==> config.mk <==
export PLATFORM = sky130hd
export DESIGN_NAME = frs_host
export DESIGN_NICKNAME = d
export VERILOG_FILES = /design/src/inc/frs_pkg.sv /design/src/core/frs_host.sv /design/src/core/frs_timer.sv
export VERILOG_INCLUDE_DIRS = /design/src /design/src/inc
export SDC_FILE = /design/constraint.sdc
export NUM_CORES = 1
export LEC_CHECK = 0
export ABC_AREA = 1
export BUFFER_PORTS_ARGS = -buffer_cell sky130_fd_sc_hd__buf_2
export CAP_MARGIN = 20
export CORE_MARGIN = 4
export CORE_UTILIZATION = 32
export DETAILED_ROUTE_END_ITERATION = 8
export GPL_TIMING_DRIVEN = 0
export PLACE_DENSITY = 0.52
export SLEW_MARGIN = 20
export SYNTH_ARGS = -nofsm -noshare
export SYNTH_HDL_FRONTEND = slang
export SYNTH_SLANG_ARGS = --single-unit
==> constraint.sdc <==
create_clock -name i_clk_sys -period 1.9 [get_ports i_clk_sys]
set_input_delay 0.285 -clock i_clk_sys [delete_from_list [all_inputs] [get_ports i_clk_sys]]
set_output_delay 0.285 -clock i_clk_sys [all_outputs]
set_load 0.05 [all_outputs]
==> src/inc/frs_defs.svh <==
`ifndef FRS_DEFS_SVH
`define FRS_DEFS_SVH
`define FRS_CLK_NS 40
`define FRS_SUPPLY_SETUP_US 300
`define FRS_RESET_LOW_TO_SELECT_US 35
`define FRS_RESET_PULSE_NS 200
`define FRS_RESET_HIGH_TO_SELECT_NS 50
`define FRS_SELECT_HIGH_NS 20
`define FRS_SUPPLY_CYC ((`FRS_SUPPLY_SETUP_US * 1000 + `FRS_CLK_NS - 1) / `FRS_CLK_NS)
`define FRS_RPH_CYC ((`FRS_RESET_LOW_TO_SELECT_US * 1000 + `FRS_CLK_NS - 1) / `FRS_CLK_NS)
`define FRS_RP_CYC ((`FRS_RESET_PULSE_NS + `FRS_CLK_NS - 1) / `FRS_CLK_NS)
`define FRS_RH_CYC ((`FRS_RESET_HIGH_TO_SELECT_NS + `FRS_CLK_NS - 1) / `FRS_CLK_NS)
`define FRS_CEH_CYC ((`FRS_SELECT_HIGH_NS + `FRS_CLK_NS - 1) / `FRS_CLK_NS)
`define FRS_CNT_W 16
`endif

==> src/inc/frs_pkg.sv <==
package frs_pkg;
	typedef enum logic [2:0] {
		FRS_ST_POWER,
		FRS_ST_RST_LOW,
		FRS_ST_RST_WAIT,
		FRS_ST_RST_HIGH,
		FRS_ST_READY,
		FRS_ST_SEL_HIGH
	} frs_state_e;
	typedef logic [15:0] frs_cnt_t;
endpackage

==> src/core/frs_host.sv <==
`timescale 1ns/1ps
`default_nettype none
`include "frs_defs.svh"
module frs_host #(
	parameter int SUPPLY_CYC = `FRS_SUPPLY_CYC,
	parameter int RPH_CYC = `FRS_RPH_CYC
) (
	input wire logic i_clk_sys,
	input wire logic i_rst,
	input wire logic i_reset_req,
	input wire logic i_access_req,
	input wire logic i_access_end,
	input wire logic i_ready_busy_n,
	output logic o_hw_reset_n,
	output logic o_chip_select_n,
	output logic o_ready,
	output logic o_busy
);
	frs_pkg::frs_state_e st_reg;
	frs_pkg::frs_state_e st_next;
	logic ld;
	frs_pkg::frs_cnt_t ld_val;
	logic done;
	logic rst_n_reg;
	logic rst_n_next;
	logic cs_n_reg;
	logic cs_n_next;
	logic cold_done_reg;
	logic cold_done_next;
	logic boot_reg;
	logic boot_next;
	localparam int RPW = (`FRS_RP_CYC + `FRS_RH_CYC < RPH_CYC) ? RPH_CYC - `FRS_RH_CYC
		: `FRS_RP_CYC;
	frs_timer u_frs_timer (
		.i_clk_sys(i_clk_sys),
		.i_rst(i_rst),
		.i_load(ld),
		.i_count(ld_val),
		.o_done(done)
	);
	always_comb begin
		st_next = st_reg;
		rst_n_next = rst_n_reg;
		cs_n_next = cs_n_reg;
		cold_done_next = cold_done_reg;
		ld = 1'b0;
		ld_val = 16'h0000;
		case (st_reg)
			frs_pkg::FRS_ST_POWER: begin
				// Controls held quiet since device ignores them now
				if (boot_reg) begin
					// Every release of reset restarts the full supply wait
					ld = 1'b1;
					ld_val = 16'(SUPPLY_CYC);
				end else if (done) begin
					cold_done_next = 1'b1;
					ld = 1'b1;
					ld_val = 16'(`FRS_RH_CYC);
					st_next = frs_pkg::FRS_ST_RST_HIGH;
				end
			end
			frs_pkg::FRS_ST_RST_LOW: begin
				// Pulse width stretched so pulse plus high time covers warm reset
				if (done) begin
					rst_n_next = 1'b1;
					ld = 1'b1;
					ld_val = 16'(RPH_CYC - RPW);
					st_next = frs_pkg::FRS_ST_RST_WAIT;
				end
			end
			frs_pkg::FRS_ST_RST_WAIT: begin
				if (done) begin
					ld = 1'b1;
					ld_val = 16'(`FRS_RH_CYC);
					st_next = frs_pkg::FRS_ST_RST_HIGH;
				end
			end
			frs_pkg::FRS_ST_RST_HIGH: begin
				if (done && i_ready_busy_n) begin
					st_next = frs_pkg::FRS_ST_READY;
				end
			end
			frs_pkg::FRS_ST_READY: begin
				if (i_reset_req) begin
					rst_n_next = 1'b0;
					ld = 1'b1;
					ld_val = 16'(RPW);
					// Unfinished cold start: full cold time again
					if (!cold_done_reg) begin
						ld_val = 16'(SUPPLY_CYC);
						st_next = frs_pkg::FRS_ST_POWER;
					end else begin
						st_next = frs_pkg::FRS_ST_RST_LOW;
					end
					cs_n_next = 1'b1;
				end else if (i_access_req && cs_n_reg) begin
					cs_n_next = 1'b0;
				end else if (i_access_end && !cs_n_reg) begin
					cs_n_next = 1'b1;
					ld = 1'b1;
					ld_val = 16'(`FRS_CEH_CYC);
					st_next = frs_pkg::FRS_ST_SEL_HIGH;
				end
			end
			frs_pkg::FRS_ST_SEL_HIGH: begin
				if (done) begin
					st_next = frs_pkg::FRS_ST_READY;
				end
			end
			default: begin
				st_next = frs_pkg::FRS_ST_POWER;
			end
		endcase
		// Leaving cold start with reset low restarts the reset timing
		if (st_reg == frs_pkg::FRS_ST_POWER && done && !rst_n_reg) begin
			ld_val = 16'(RPH_CYC);
			st_next = frs_pkg::FRS_ST_RST_WAIT;
			rst_n_next = 1'b1;
		end
	end
	always_ff @(posedge i_clk_sys or posedge i_rst) begin
		if (i_rst) begin
			st_reg <= frs_pkg::FRS_ST_POWER;
			rst_n_reg <= 1'b1;
			cs_n_reg <= 1'b1;
			cold_done_reg <= 1'b0;
		end else begin
			st_reg <= st_next;
			rst_n_reg <= rst_n_next;
			cs_n_reg <= cs_n_next;
			cold_done_reg <= cold_done_next;
		end
	end
	// Boot flag marks the first cycle after reset, when the cold wait is loaded
	always_comb begin
		boot_next = 1'b0;
	end
	always_ff @(posedge i_clk_sys or posedge i_rst) begin
		if (i_rst) begin
			boot_reg <= 1'b1;
		end else begin
			boot_reg <= boot_next;
		end
	end
	assign o_hw_reset_n = rst_n_reg;
	assign o_chip_select_n = cs_n_reg;
	assign o_ready = (st_reg == frs_pkg::FRS_ST_READY);
	assign o_busy = !o_ready;
	int cyc_reg;
	always_ff @(posedge i_clk_sys or posedge i_rst) begin
		if (i_rst) begin
			cyc_reg <= 0;
		end else if (st_reg != frs_pkg::FRS_ST_READY && !cs_n_reg) begin
			cyc_reg <= cyc_reg + 1;
		end else begin
			cyc_reg <= 0;
		end
	end
	property p_sel_high_in_reset;
		@(posedge i_clk_sys) disable iff (i_rst)
		!o_hw_reset_n |-> o_chip_select_n;
	endproperty
	a_sel_high_in_reset: assert property (p_sel_high_in_reset) else $error("select low in reset");
	property p_ceh;
		@(posedge i_clk_sys) disable iff (i_rst)
		$rose(o_chip_select_n) && o_hw_reset_n |-> o_chip_select_n[*2];
	endproperty
	a_ceh: assert property (p_ceh) else $error("select high too short");
	property p_rh;
		@(posedge i_clk_sys) disable iff (i_rst)
		$rose(o_hw_reset_n) |-> o_chip_select_n[*2];
	endproperty
	a_rh: assert property (p_rh) else $error("select low too soon after reset");
	property p_rp;
		@(posedge i_clk_sys) disable iff (i_rst)
		$fell(o_hw_reset_n) |-> !o_hw_reset_n[*5];
	endproperty
	a_rp: assert property (p_rp) else $error("reset pulse too short");
	property p_no_access_cold;
		@(posedge i_clk_sys) disable iff (i_rst)
		st_reg == frs_pkg::FRS_ST_POWER |-> o_chip_select_n && o_busy;
	endproperty
	a_no_access_cold: assert property (p_no_access_cold) else $error("access in cold start");
	property p_ready_needs_rb;
		@(posedge i_clk_sys) disable iff (i_rst)
		$rose(o_ready) && $past(st_reg) == frs_pkg::FRS_ST_RST_HIGH |-> $past(i_ready_busy_n);
	endproperty
	a_ready_needs_rb: assert property (p_ready_needs_rb) else $error("ready while busy");
	property p_reset_req;
		@(posedge i_clk_sys) disable iff (i_rst)
		o_ready && i_reset_req |=> !o_ready;
	endproperty
	a_reset_req: assert property (p_reset_req) else $error("reset request ignored");
	property p_no_cs_cycle;
		@(posedge i_clk_sys) disable iff (i_rst)
		cyc_reg == 0;
	endproperty
	a_no_cs_cycle: assert property (p_no_cs_cycle) else $error("select low outside ready");
	c_cold: cover property (@(posedge i_clk_sys) disable iff (i_rst) $rose(o_ready));
	c_warm: cover property (@(posedge i_clk_sys) disable iff (i_rst) $fell(o_hw_reset_n));
	c_read: cover property (@(posedge i_clk_sys) disable iff (i_rst) $fell(o_chip_select_n));
endmodule
`default_nettype wire

==> src/core/frs_timer.sv <==
`timescale 1ns/1ps
`default_nettype none
`include "frs_defs.svh"
module frs_timer (
	input wire logic i_clk_sys,
	input wire logic i_rst,
	input wire logic i_load,
	input wire frs_pkg::frs_cnt_t i_count,
	output logic o_done
);
	frs_pkg::frs_cnt_t cnt_reg;
	frs_pkg::frs_cnt_t cnt_next;
	always_comb begin
		cnt_next = cnt_reg;
		if (i_load) begin
			cnt_next = i_count;
		end else if (cnt_reg != 16'h0000) begin
			cnt_next = cnt_reg - 16'h0001;
		end
	end
	always_ff @(posedge i_clk_sys or posedge i_rst) begin
		if (i_rst) begin
			cnt_reg <= 16'h0000;
		end else begin
			cnt_reg <= cnt_next;
		end
	end
	// Done is a pure register decode: the loader reads it, so it must not look back at i_load
	assign o_done = (cnt_reg == 16'h0000);
endmodule
`default_nettype wire

==> impl_metrics.tcl, run 1 <==
set metrics [dict create \
    ys_types 33 \
    die_h_um 79.9 \
    area_growth_pct 11.9 \
    leakage_uw 0.000890 \
    netlist_area_sq_um 1650 \
    whs_path_depth 2 \
    fin_crit_sh 0.916 \
    fp.dieW_um 79.9 \
    async_flop_share 1.00 \
    r2r_end "u_frs_timer.cnt_reg[2]" \
    wire_per_inst_um 12.3 \
    synth-edff-count 0 \
    grt_max_degree 24 \
    cts_tree "yes" \
    dp_hpwl_um 2930 \
    final_common_cell "nand2_1" \
    globalplace.congestion 0.840 \
    netlist.area_leader.share 0.303 \
    hold_end "o_chip_select_n" \
    antenna_found_initial 0 \
    finalSetupTns_ns 0 \
    io_pins 10 \
    io_buffers 9 \
    cts_made_buffers 3 \
    drc 0 \
    worst_ep_arrival_time_ns 1.45 \
    cts-root-buf "clkbuf_8" \
    dr.first_iter.drc_count 53 \
    p_per_area_nw_per_um2 1620 \
    synth_fp_nets 234 \
    yosys_most_used_dff "dfrtp_1" \
    cts_max_level 1 \
    final_layout_size_suffix_gt1_frac 0.226 \
    vias_per_cell 4.67 \
    finClkSkew_ns 0.00911 \
    synth_top_area_cell "dfrtp_1" \
    drv_slew 0 \
    fin_crit_ns 1.74 \
    fin_util 0.381 \
    status "completed" \
    insertion_delay_ns 0.28 \
    ys_seq_elements 23 \
    reg2reg_from "u_frs_timer.cnt_reg[12]" \
    die-area_sq_um 6380 \
    vias 1430 \
    critPathCaptureType "output port" \
    clkSlewWorstSetupHoldPaths_ns 0.09 \
    clock_path_buffers 2 \
    final_cells 306 \
    firstDrtPassIters 4 \
    rows 25 \
    core_area_sq_um 4850 \
    hp-class "primary input to register" \
    yosys-top-cells-area "dfrtp_1 30%, nand2_1 12%, nor2_1 7.3%, inv_1 5.7%, nand3_1 4.8%" \
    r2r_slack_ns 0.24 \
    yosysWarnings 0 \
    place_inst 302 \
    timing_worst_slew_pin_value_ns 0.937 \
    ys_seq_area_frac 0.350 \
    layout_common_cells "53 x nand2_1, 30 x nor2_1, 24 x inv_1" \
    ff2ff_path_depth 9 \
    netlist_instances 226 \
    crit_type "register to output port" \
    holdWs_ns 0.185 \
    slew_headroom 0.374 \
    setup_viol 0 \
    grt_usage 0.139 \
    crit_path_max_fanout 8 \
    hold_start "i_access_req" \
    grt_pass1_wl_um 6940 \
    hold_violations 0 \
    power.total_uw 3000 \
    syn_avg_cell_area_sq_um 7.31 \
    fmax_mhz 575 \
    ant_nets 0 \
    crit_required_ns 1.62 \
    nets 248 \
    cts_num_sinks 23 \
    grt_overflow 0 \
    start_kind "register" \
    wl_um 3770 \
    largest_reg_flops 16 \
    ir_worst_vdd_mv 0.626 \
    grt_pass1_vias 1461 \
    start_util 0.341 \
    rsz0062_at_grt "no" \
    cap_viol_max_count 0 \
    diodes 0 \
]
## through the flow
step	setup WS, ns	cell area [sq um]
finish	0.160	1850
global route	0.0120	1850
CTS	0.124	1830
detailed placement	0.164	1780
global placement	0.157	1780
floorplan	0.103	1650
## worst max-delay path, cell delays in order, from the launching register on
cell,delay (ns)
dfrtp_1,0.37
buf_4,0.16
nor2_4,0.13
nand2_2,0.13
inv_1,0.12
buf_2,0.27
## cell usage after synthesis, drive strengths merged, types with 3 or more instances
cell,instances
xor2,9
a21oi,14
o21ai,5
dfstp,3
dfrtp,20
inv,29
xnor2,4
nor2,42
nand2,64
nand3,19
## layout make-up
type / instances / area, sq um
Multi-Input combinational cell: 172 / 958
Clock buffer: 3 / 41.3
Buffer: 2 / 27.5
Timing Repair Buffer: 9 / 45.0
Tap cell: 67 / 83.8
Sequential cell: 23 / 579
Fill cell: 525 / 3000
Clock inverter: 1 / 5.00
Inverter: 29 / 109
## metal layers
layer | share of wire | GRT usage
met3 | 0.036 | 0.0305
met1 | 0.48 | 0.173
met2 | 0.46 | 0.234
met4 | 0.016 | 0.0507
met5 | 0 | 0
## cells by family after synthesis
group	count (synthesis)	synth area share
flops	23	0.350
compound gates	22	0.0810
simple gates	134	0.400
fa+ha+maj	2	0.0151
other cells	1	0.00227
buf+inv	31	0.0825
xor+xnor	13	0.0689
## report_power, final
part	internal [uW]	switching, uW	total [uW]
combinational	643	1120	1770
sequential	700	203	903
clock	147	182	329
## repair_timing
item,4_1_cts,5_1_grt
setup buffers,0,0
setup endpoints to repair,0,10
resized for setup,0,6
hold buffers,0,0
## worst max-delay path by stage
stage	startpoint	to	depth (start not counted)
after floorplan	st_reg[0]	u_frs_timer.cnt_reg[5]	8
after global placement	u_frs_timer.cnt_reg[0]	u_frs_timer.cnt_reg[15]	7
after detailed placement	u_frs_timer.cnt_reg[0]	u_frs_timer.cnt_reg[15]	7
after CTS	st_reg[0]	o_ready	5
after global routing	u_frs_timer.cnt_reg[12]	st_reg[0]	10
final	st_reg[0]	o_ready	5
Note: power is estimated with default switching activity, not from simulation.
==> inputs of run 2 (changes only) <==
- REMOVE_ABC_BUFFERS: not set -> 1
==> run 2 against run 1 <==
First-iteration DRC count rose by 11%. Clock skew is 0.0024 ns lower. Sequential power increased by 2%. Hold slack improved by 0.011 ns. Design area is 2.1% lower. Flip-flop and latch count unchanged. Largest cell class unchanged. Register-to-register slack got worse by 0.05 ns. Combinational power is 7% lower. Final cell count down 0.65%.
==> impl_metrics.tcl, run 2 (same netlist as run 1, synthesis figures left out) <==
set metrics [dict create \
    status "completed" \
    final_common_cell "nand2_1" \
    startpoint "st_reg[0]" \
    diodes 0 \
    worst_slack_ns 0.141 \
    cts_made_buffers 3 \
    finClkSkew_ns 0.00672 \
    insertion_delay_ns 0.27 \
    fp.dieW_um 79.9 \
    worst_ep_arrival_time_ns 1.47 \
    crit_required_ns 1.62 \
    die-area_sq_um 6380 \
    largest_reg_flops 16 \
    dp_worst_setup_slack_ns 0.193 \
    wl_um 3740 \
    nets 246 \
    finalSetupTns_ns 0 \
    fmax_mhz 569 \
    start_util 0.341 \
    fillers 522 \
    cts_max_level 1 \
    crit_type "register to output port" \
    grt_usage 0.132 \
    final_cells 304 \
    clkSlewWorstSetupHoldPaths_ns 0.09 \
    rsz0062_at_grt "no" \
    core_area_sq_um 4850 \
    io_pins 10 \
    dr.first_iter.drc_count 59 \
    vias_per_cell 4.58 \
    p_per_area_nw_per_um2 1600 \
    drc 0 \
    critPathCaptureType "output port" \
    setup_viol 0 \
    grt_max_degree 24 \
    drv_slew 0 \
    cts_hold_buf 0 \
    post-cts-setup-buffers 0 \
    reg2reg_from "u_frs_timer.cnt_reg[0]" \
    grt_overflow 0 \
    ff2ff_path_depth 7 \
    grt_pass1_vias 1454 \
    ant_nets 0 \
    place_inst 300 \
    fin_crit_ns 1.76 \
    area_growth_pct 9.54 \
    cts_num_sinks 23 \
    io_buffers 9 \
    ir_worst_vdd_mv 0.611 \
    die_h_um 79.9 \
    cap_viol_max_count 0 \
    timing_worst_slew_pin_value_ns 0.925 \
    power.total_uw 2900 \
    grt_pass1_wl_um 6660 \
    hold_violations 0 \
    dp_hpwl_um 2900 \
    cts_tree "yes" \
    final_area_sq_um 1810 \
    vias 1392 \
    postPlaceCellArea_sq_um 1750 \
    fin_crit_sh 0.926 \
    firstDrtPassIters 4 \
    antenna_found_initial 0 \
    hp-class "primary input to asynchronous set/reset pin" \
    cts-root-buf "clkbuf_8" \
    leakage_uw 0.000877 \
    r2r_slack_ns 0.19 \
    clock_path_buffers 2 \
    start_kind "register" \
    slew_headroom 0.382 \
    globalplace.congestion 0.780 \
    wire_per_inst_um 12.3 \
    layout_common_cells "53 x nand2_1, 31 x nor2_1, 25 x inv_1" \
    r2r_end "u_frs_timer.cnt_reg[15]" \
    crit_path_max_fanout 8 \
    rows 25 \
    final_layout_size_suffix_gt1_frac 0.203 \
]
[run 2: layout make-up]
class,count,area (sq um),area share
sequential,23,579,0.320
multi-input combinational,172,947,0.523
inverter,29,109,0.0601
timing repair buffer,9,45.0,0.0249
clock inverter,1,5.00,0.00276
tap,67,83.8,0.0463
clock buffer,3,41.3,0.0228
[run 2: where the power goes]
group,internal (uW),leakage (uW),switching [uW]
registers,700,0.000283,223
logic,583,0.000569,1070
clock network,147,0.0000255,178
total,1430,0.000877,1470
[run 2: worst max path at each step]
stage | endpoint | slack, ns | depth (start not counted)
after global placement | u_frs_timer.cnt_reg[15] | 0.18 | 7
after detailed placement | st_reg[2] | 0.19 | 9
after CTS | o_ready | 0.13 | 4
after floorplan | u_frs_timer.cnt_reg[5] | 0.12 | 7
final | o_ready | 0.14 | 4
after global routing | st_reg[0] | 0.0004 | 9
[run 2: per-stage QoR]
step           hold slack, ns   util
2_1_floorplan           0.285      -
3_3_place_gp            0.479  0.362
3_5_place_dp            0.479  0.362
4_1_cts                 0.193  0.371
5_1_grt                 0.225  0.373
6_report                0.196  0.373
[run 2: routing by layer]
layer  part of all wire  vias to the layer above  wire length, um  global-route usage
li1                   -                      730                -                   -
met1               0.47                      636             1770               0.165
met2               0.48                       24             1780               0.228
met3              0.041                        2              154              0.0327
met4             0.0070                        0               26              0.0287
met5                  0                        -                0                   0
[run 2: critical path: stages, from the launching register on]
cell and delay [ns]:
dfrtp_1 0.50, nor2_4 0.18, nand2_2 0.14, inv_1 0.12
buf_2 0.27
[run 2: what timing repair did]
action                                 in CTS  in global routing
gates resized for setup                     0                  2
setup endpoints to repair                   0                  4
endpoints found under the hold margin       0                  0
==> inputs of run 3 (changes only) <==
- CORE_UTILIZATION: 32 -> 50
- CTS_CLUSTER_DIAMETER: not set -> 150
- PLACE_DENSITY: 0.52 -> 0.73
==> run 3 against run 2 <==
Wire length decreased by 8.3%. Largest cell class unchanged. Final cell count is 7.6% lower. Register-to-register slack hardly changed. Critical path depth did not move. Power is 2.3% lower. Design area down 2.6%.
==> impl_metrics.tcl, run 3 (same netlist as run 1, synthesis figures left out) <==
set metrics [dict create \
    hp-class "primary input to asynchronous set/reset pin" \
    grt_overflow 0 \
    dr.first_iter.drc_count 82 \
    cts_max_level 1 \
    place_inst 277 \
    insertion_delay_ns 0.33 \
    core_area_sq_um 3100 \
    wire_per_inst_um 12.2 \
    io_buffers 9 \
    crit_path_max_fanout 8 \
    cap_viol_max_count 0 \
    drc 0 \
    reg2reg_from "u_frs_timer.cnt_reg[0]" \
    finalSetupTns_ns 0 \
    rows 20 \
    drv_slew 0 \
    grt_max_degree 24 \
    layout_common_cells "52 x nand2_1, 32 x nor2_1, 25 x inv_1" \
    path_cells "nor2_4, nand2_2, inv_1, clkbuf_4" \
    start_util 0.533 \
    status "completed" \
    area_growth_pct 6.74 \
    largest_reg_flops 16 \
    fillers 332 \
    vias 1408 \
    leakage_uw 0.000867 \
    dp_hpwl_um 2630 \
    grt_pass1_vias 1321 \
    die_h_um 65.5 \
    holdWs_ns 0.115 \
    cts_tree "yes" \
    globalplace.congestion 0.852 \
    die-area_sq_um 4290 \
    finClkSkew_ns 0.00682 \
    crit_path_max_incr_delay_ns 0.50 \
    crit_type "register to output port" \
    final_common_cell "nand2_1" \
    fp.dieW_um 65.5 \
    p_per_area_nw_per_um2 1610 \
    start_kind "register" \
    nets 246 \
    wl_um 3430 \
    grt_usage 0.184 \
    firstDrtPassIters 4 \
    setup_viol 0 \
    cts_made_buffers 3 \
    rsz0062_at_grt "no" \
    diodes 0 \
    final_cells 281 \
    timing_worst_slew_pin_value_ns 0.879 \
    fmax_mhz 568 \
    fin_crit_sh 0.927 \
    cpMaxStageDelayCell "dfrtp_1" \
    ant_nets 0 \
    cts-root-buf "clkbuf_4" \
    antenna_found_initial 0 \
    cts_num_sinks 23 \
    timing.critical_path.buf_inv 2 \
    slew_headroom 0.414 \
    grt_pass1_wl_um 6010 \
    hold_violations 0 \
    io_pins 10 \
    final_layout_size_suffix_gt1_frac 0.198 \
    vias_per_cell 5.01 \
    worst_ep_arrival_time_ns 1.48 \
    fin_crit_ns 1.76 \
    crit_required_ns 1.62 \
    cpLargestDelayFamily "flip-flops" \
    critPathCaptureType "output port" \
    startpoint "st_reg[0]" \
    clock_path_buffers 2 \
    ir_worst_vdd_mv 0.742 \
    clkSlewWorstSetupHoldPaths_ns 0.13 \
]
## run 3: stage by stage
step / util / worst slack, ns / total power, uW / cell area, sq um
CTS: 0.565 / 0.0872 / 2820 / 1750
finish: 0.569 / 0.138 / 2830 / 1760
global placement: 0.556 / 0.238 / 2520 / 1730
global route: 0.569 / 0.00752 / 3130 / 1760
detailed placement: 0.556 / 0.187 / 2570 / 1730
floorplan: - / 0.120 / 2250 / 1630
## run 3: worst paths after layout
kind | endpoint | cells after the start | slack (ns)
setup / recovery | o_ready | 4 | 0.14
hold / removal | u_frs_timer.cnt_reg[2] | 2 | 0.12
setup reg to reg | u_frs_timer.cnt_reg[15] | 7 | 0.18
hold reg to reg | o_hw_reset_n | 2 | 0.50
max in group asynchronous | cold_done_reg | 2 | 1.24
min in group i_clk_sys | o_chip_select_n | 2 | 0.12
## run 3: repair_timing
action | CTS | global route
setup endpoints to repair | 0 | 2
buffers inserted | 0 | 0
resized for setup | 0 | 3
hold buffers | 0 | 0
## run 3: routing by layer
metal  up-vias  GRT usage  part of all wire  wire length (um)
met3         5     0.0256             0.021                72
met1       651      0.262              0.50              1710
li1        735          -                 -                 -
met4         0     0.0777             0.019                65
met2        17      0.277              0.46              1580
met5         -          0                 0                 0
## run 3: where the power goes
group | leakage (uW) | internal, uW | switching, uW | total, uW
registers | 0.000283 | 699 | 212 | 912
clock network | 0.0000150 | 82.5 | 158 | 241
logic | 0.000569 | 590 | 1090 | 1680
## run 3: final cells by class
class | count | area (sq um) | share of cell area
clock buffers | 4 | 26.3 | 0.0149
inverters | 29 | 109 | 0.0617
multi-input cells | 172 | 947 | 0.537
flip-flops and latches | 23 | 579 | 0.328
well taps | 44 | 55.1 | 0.0312
repair buffers | 9 | 47.5 | 0.0270
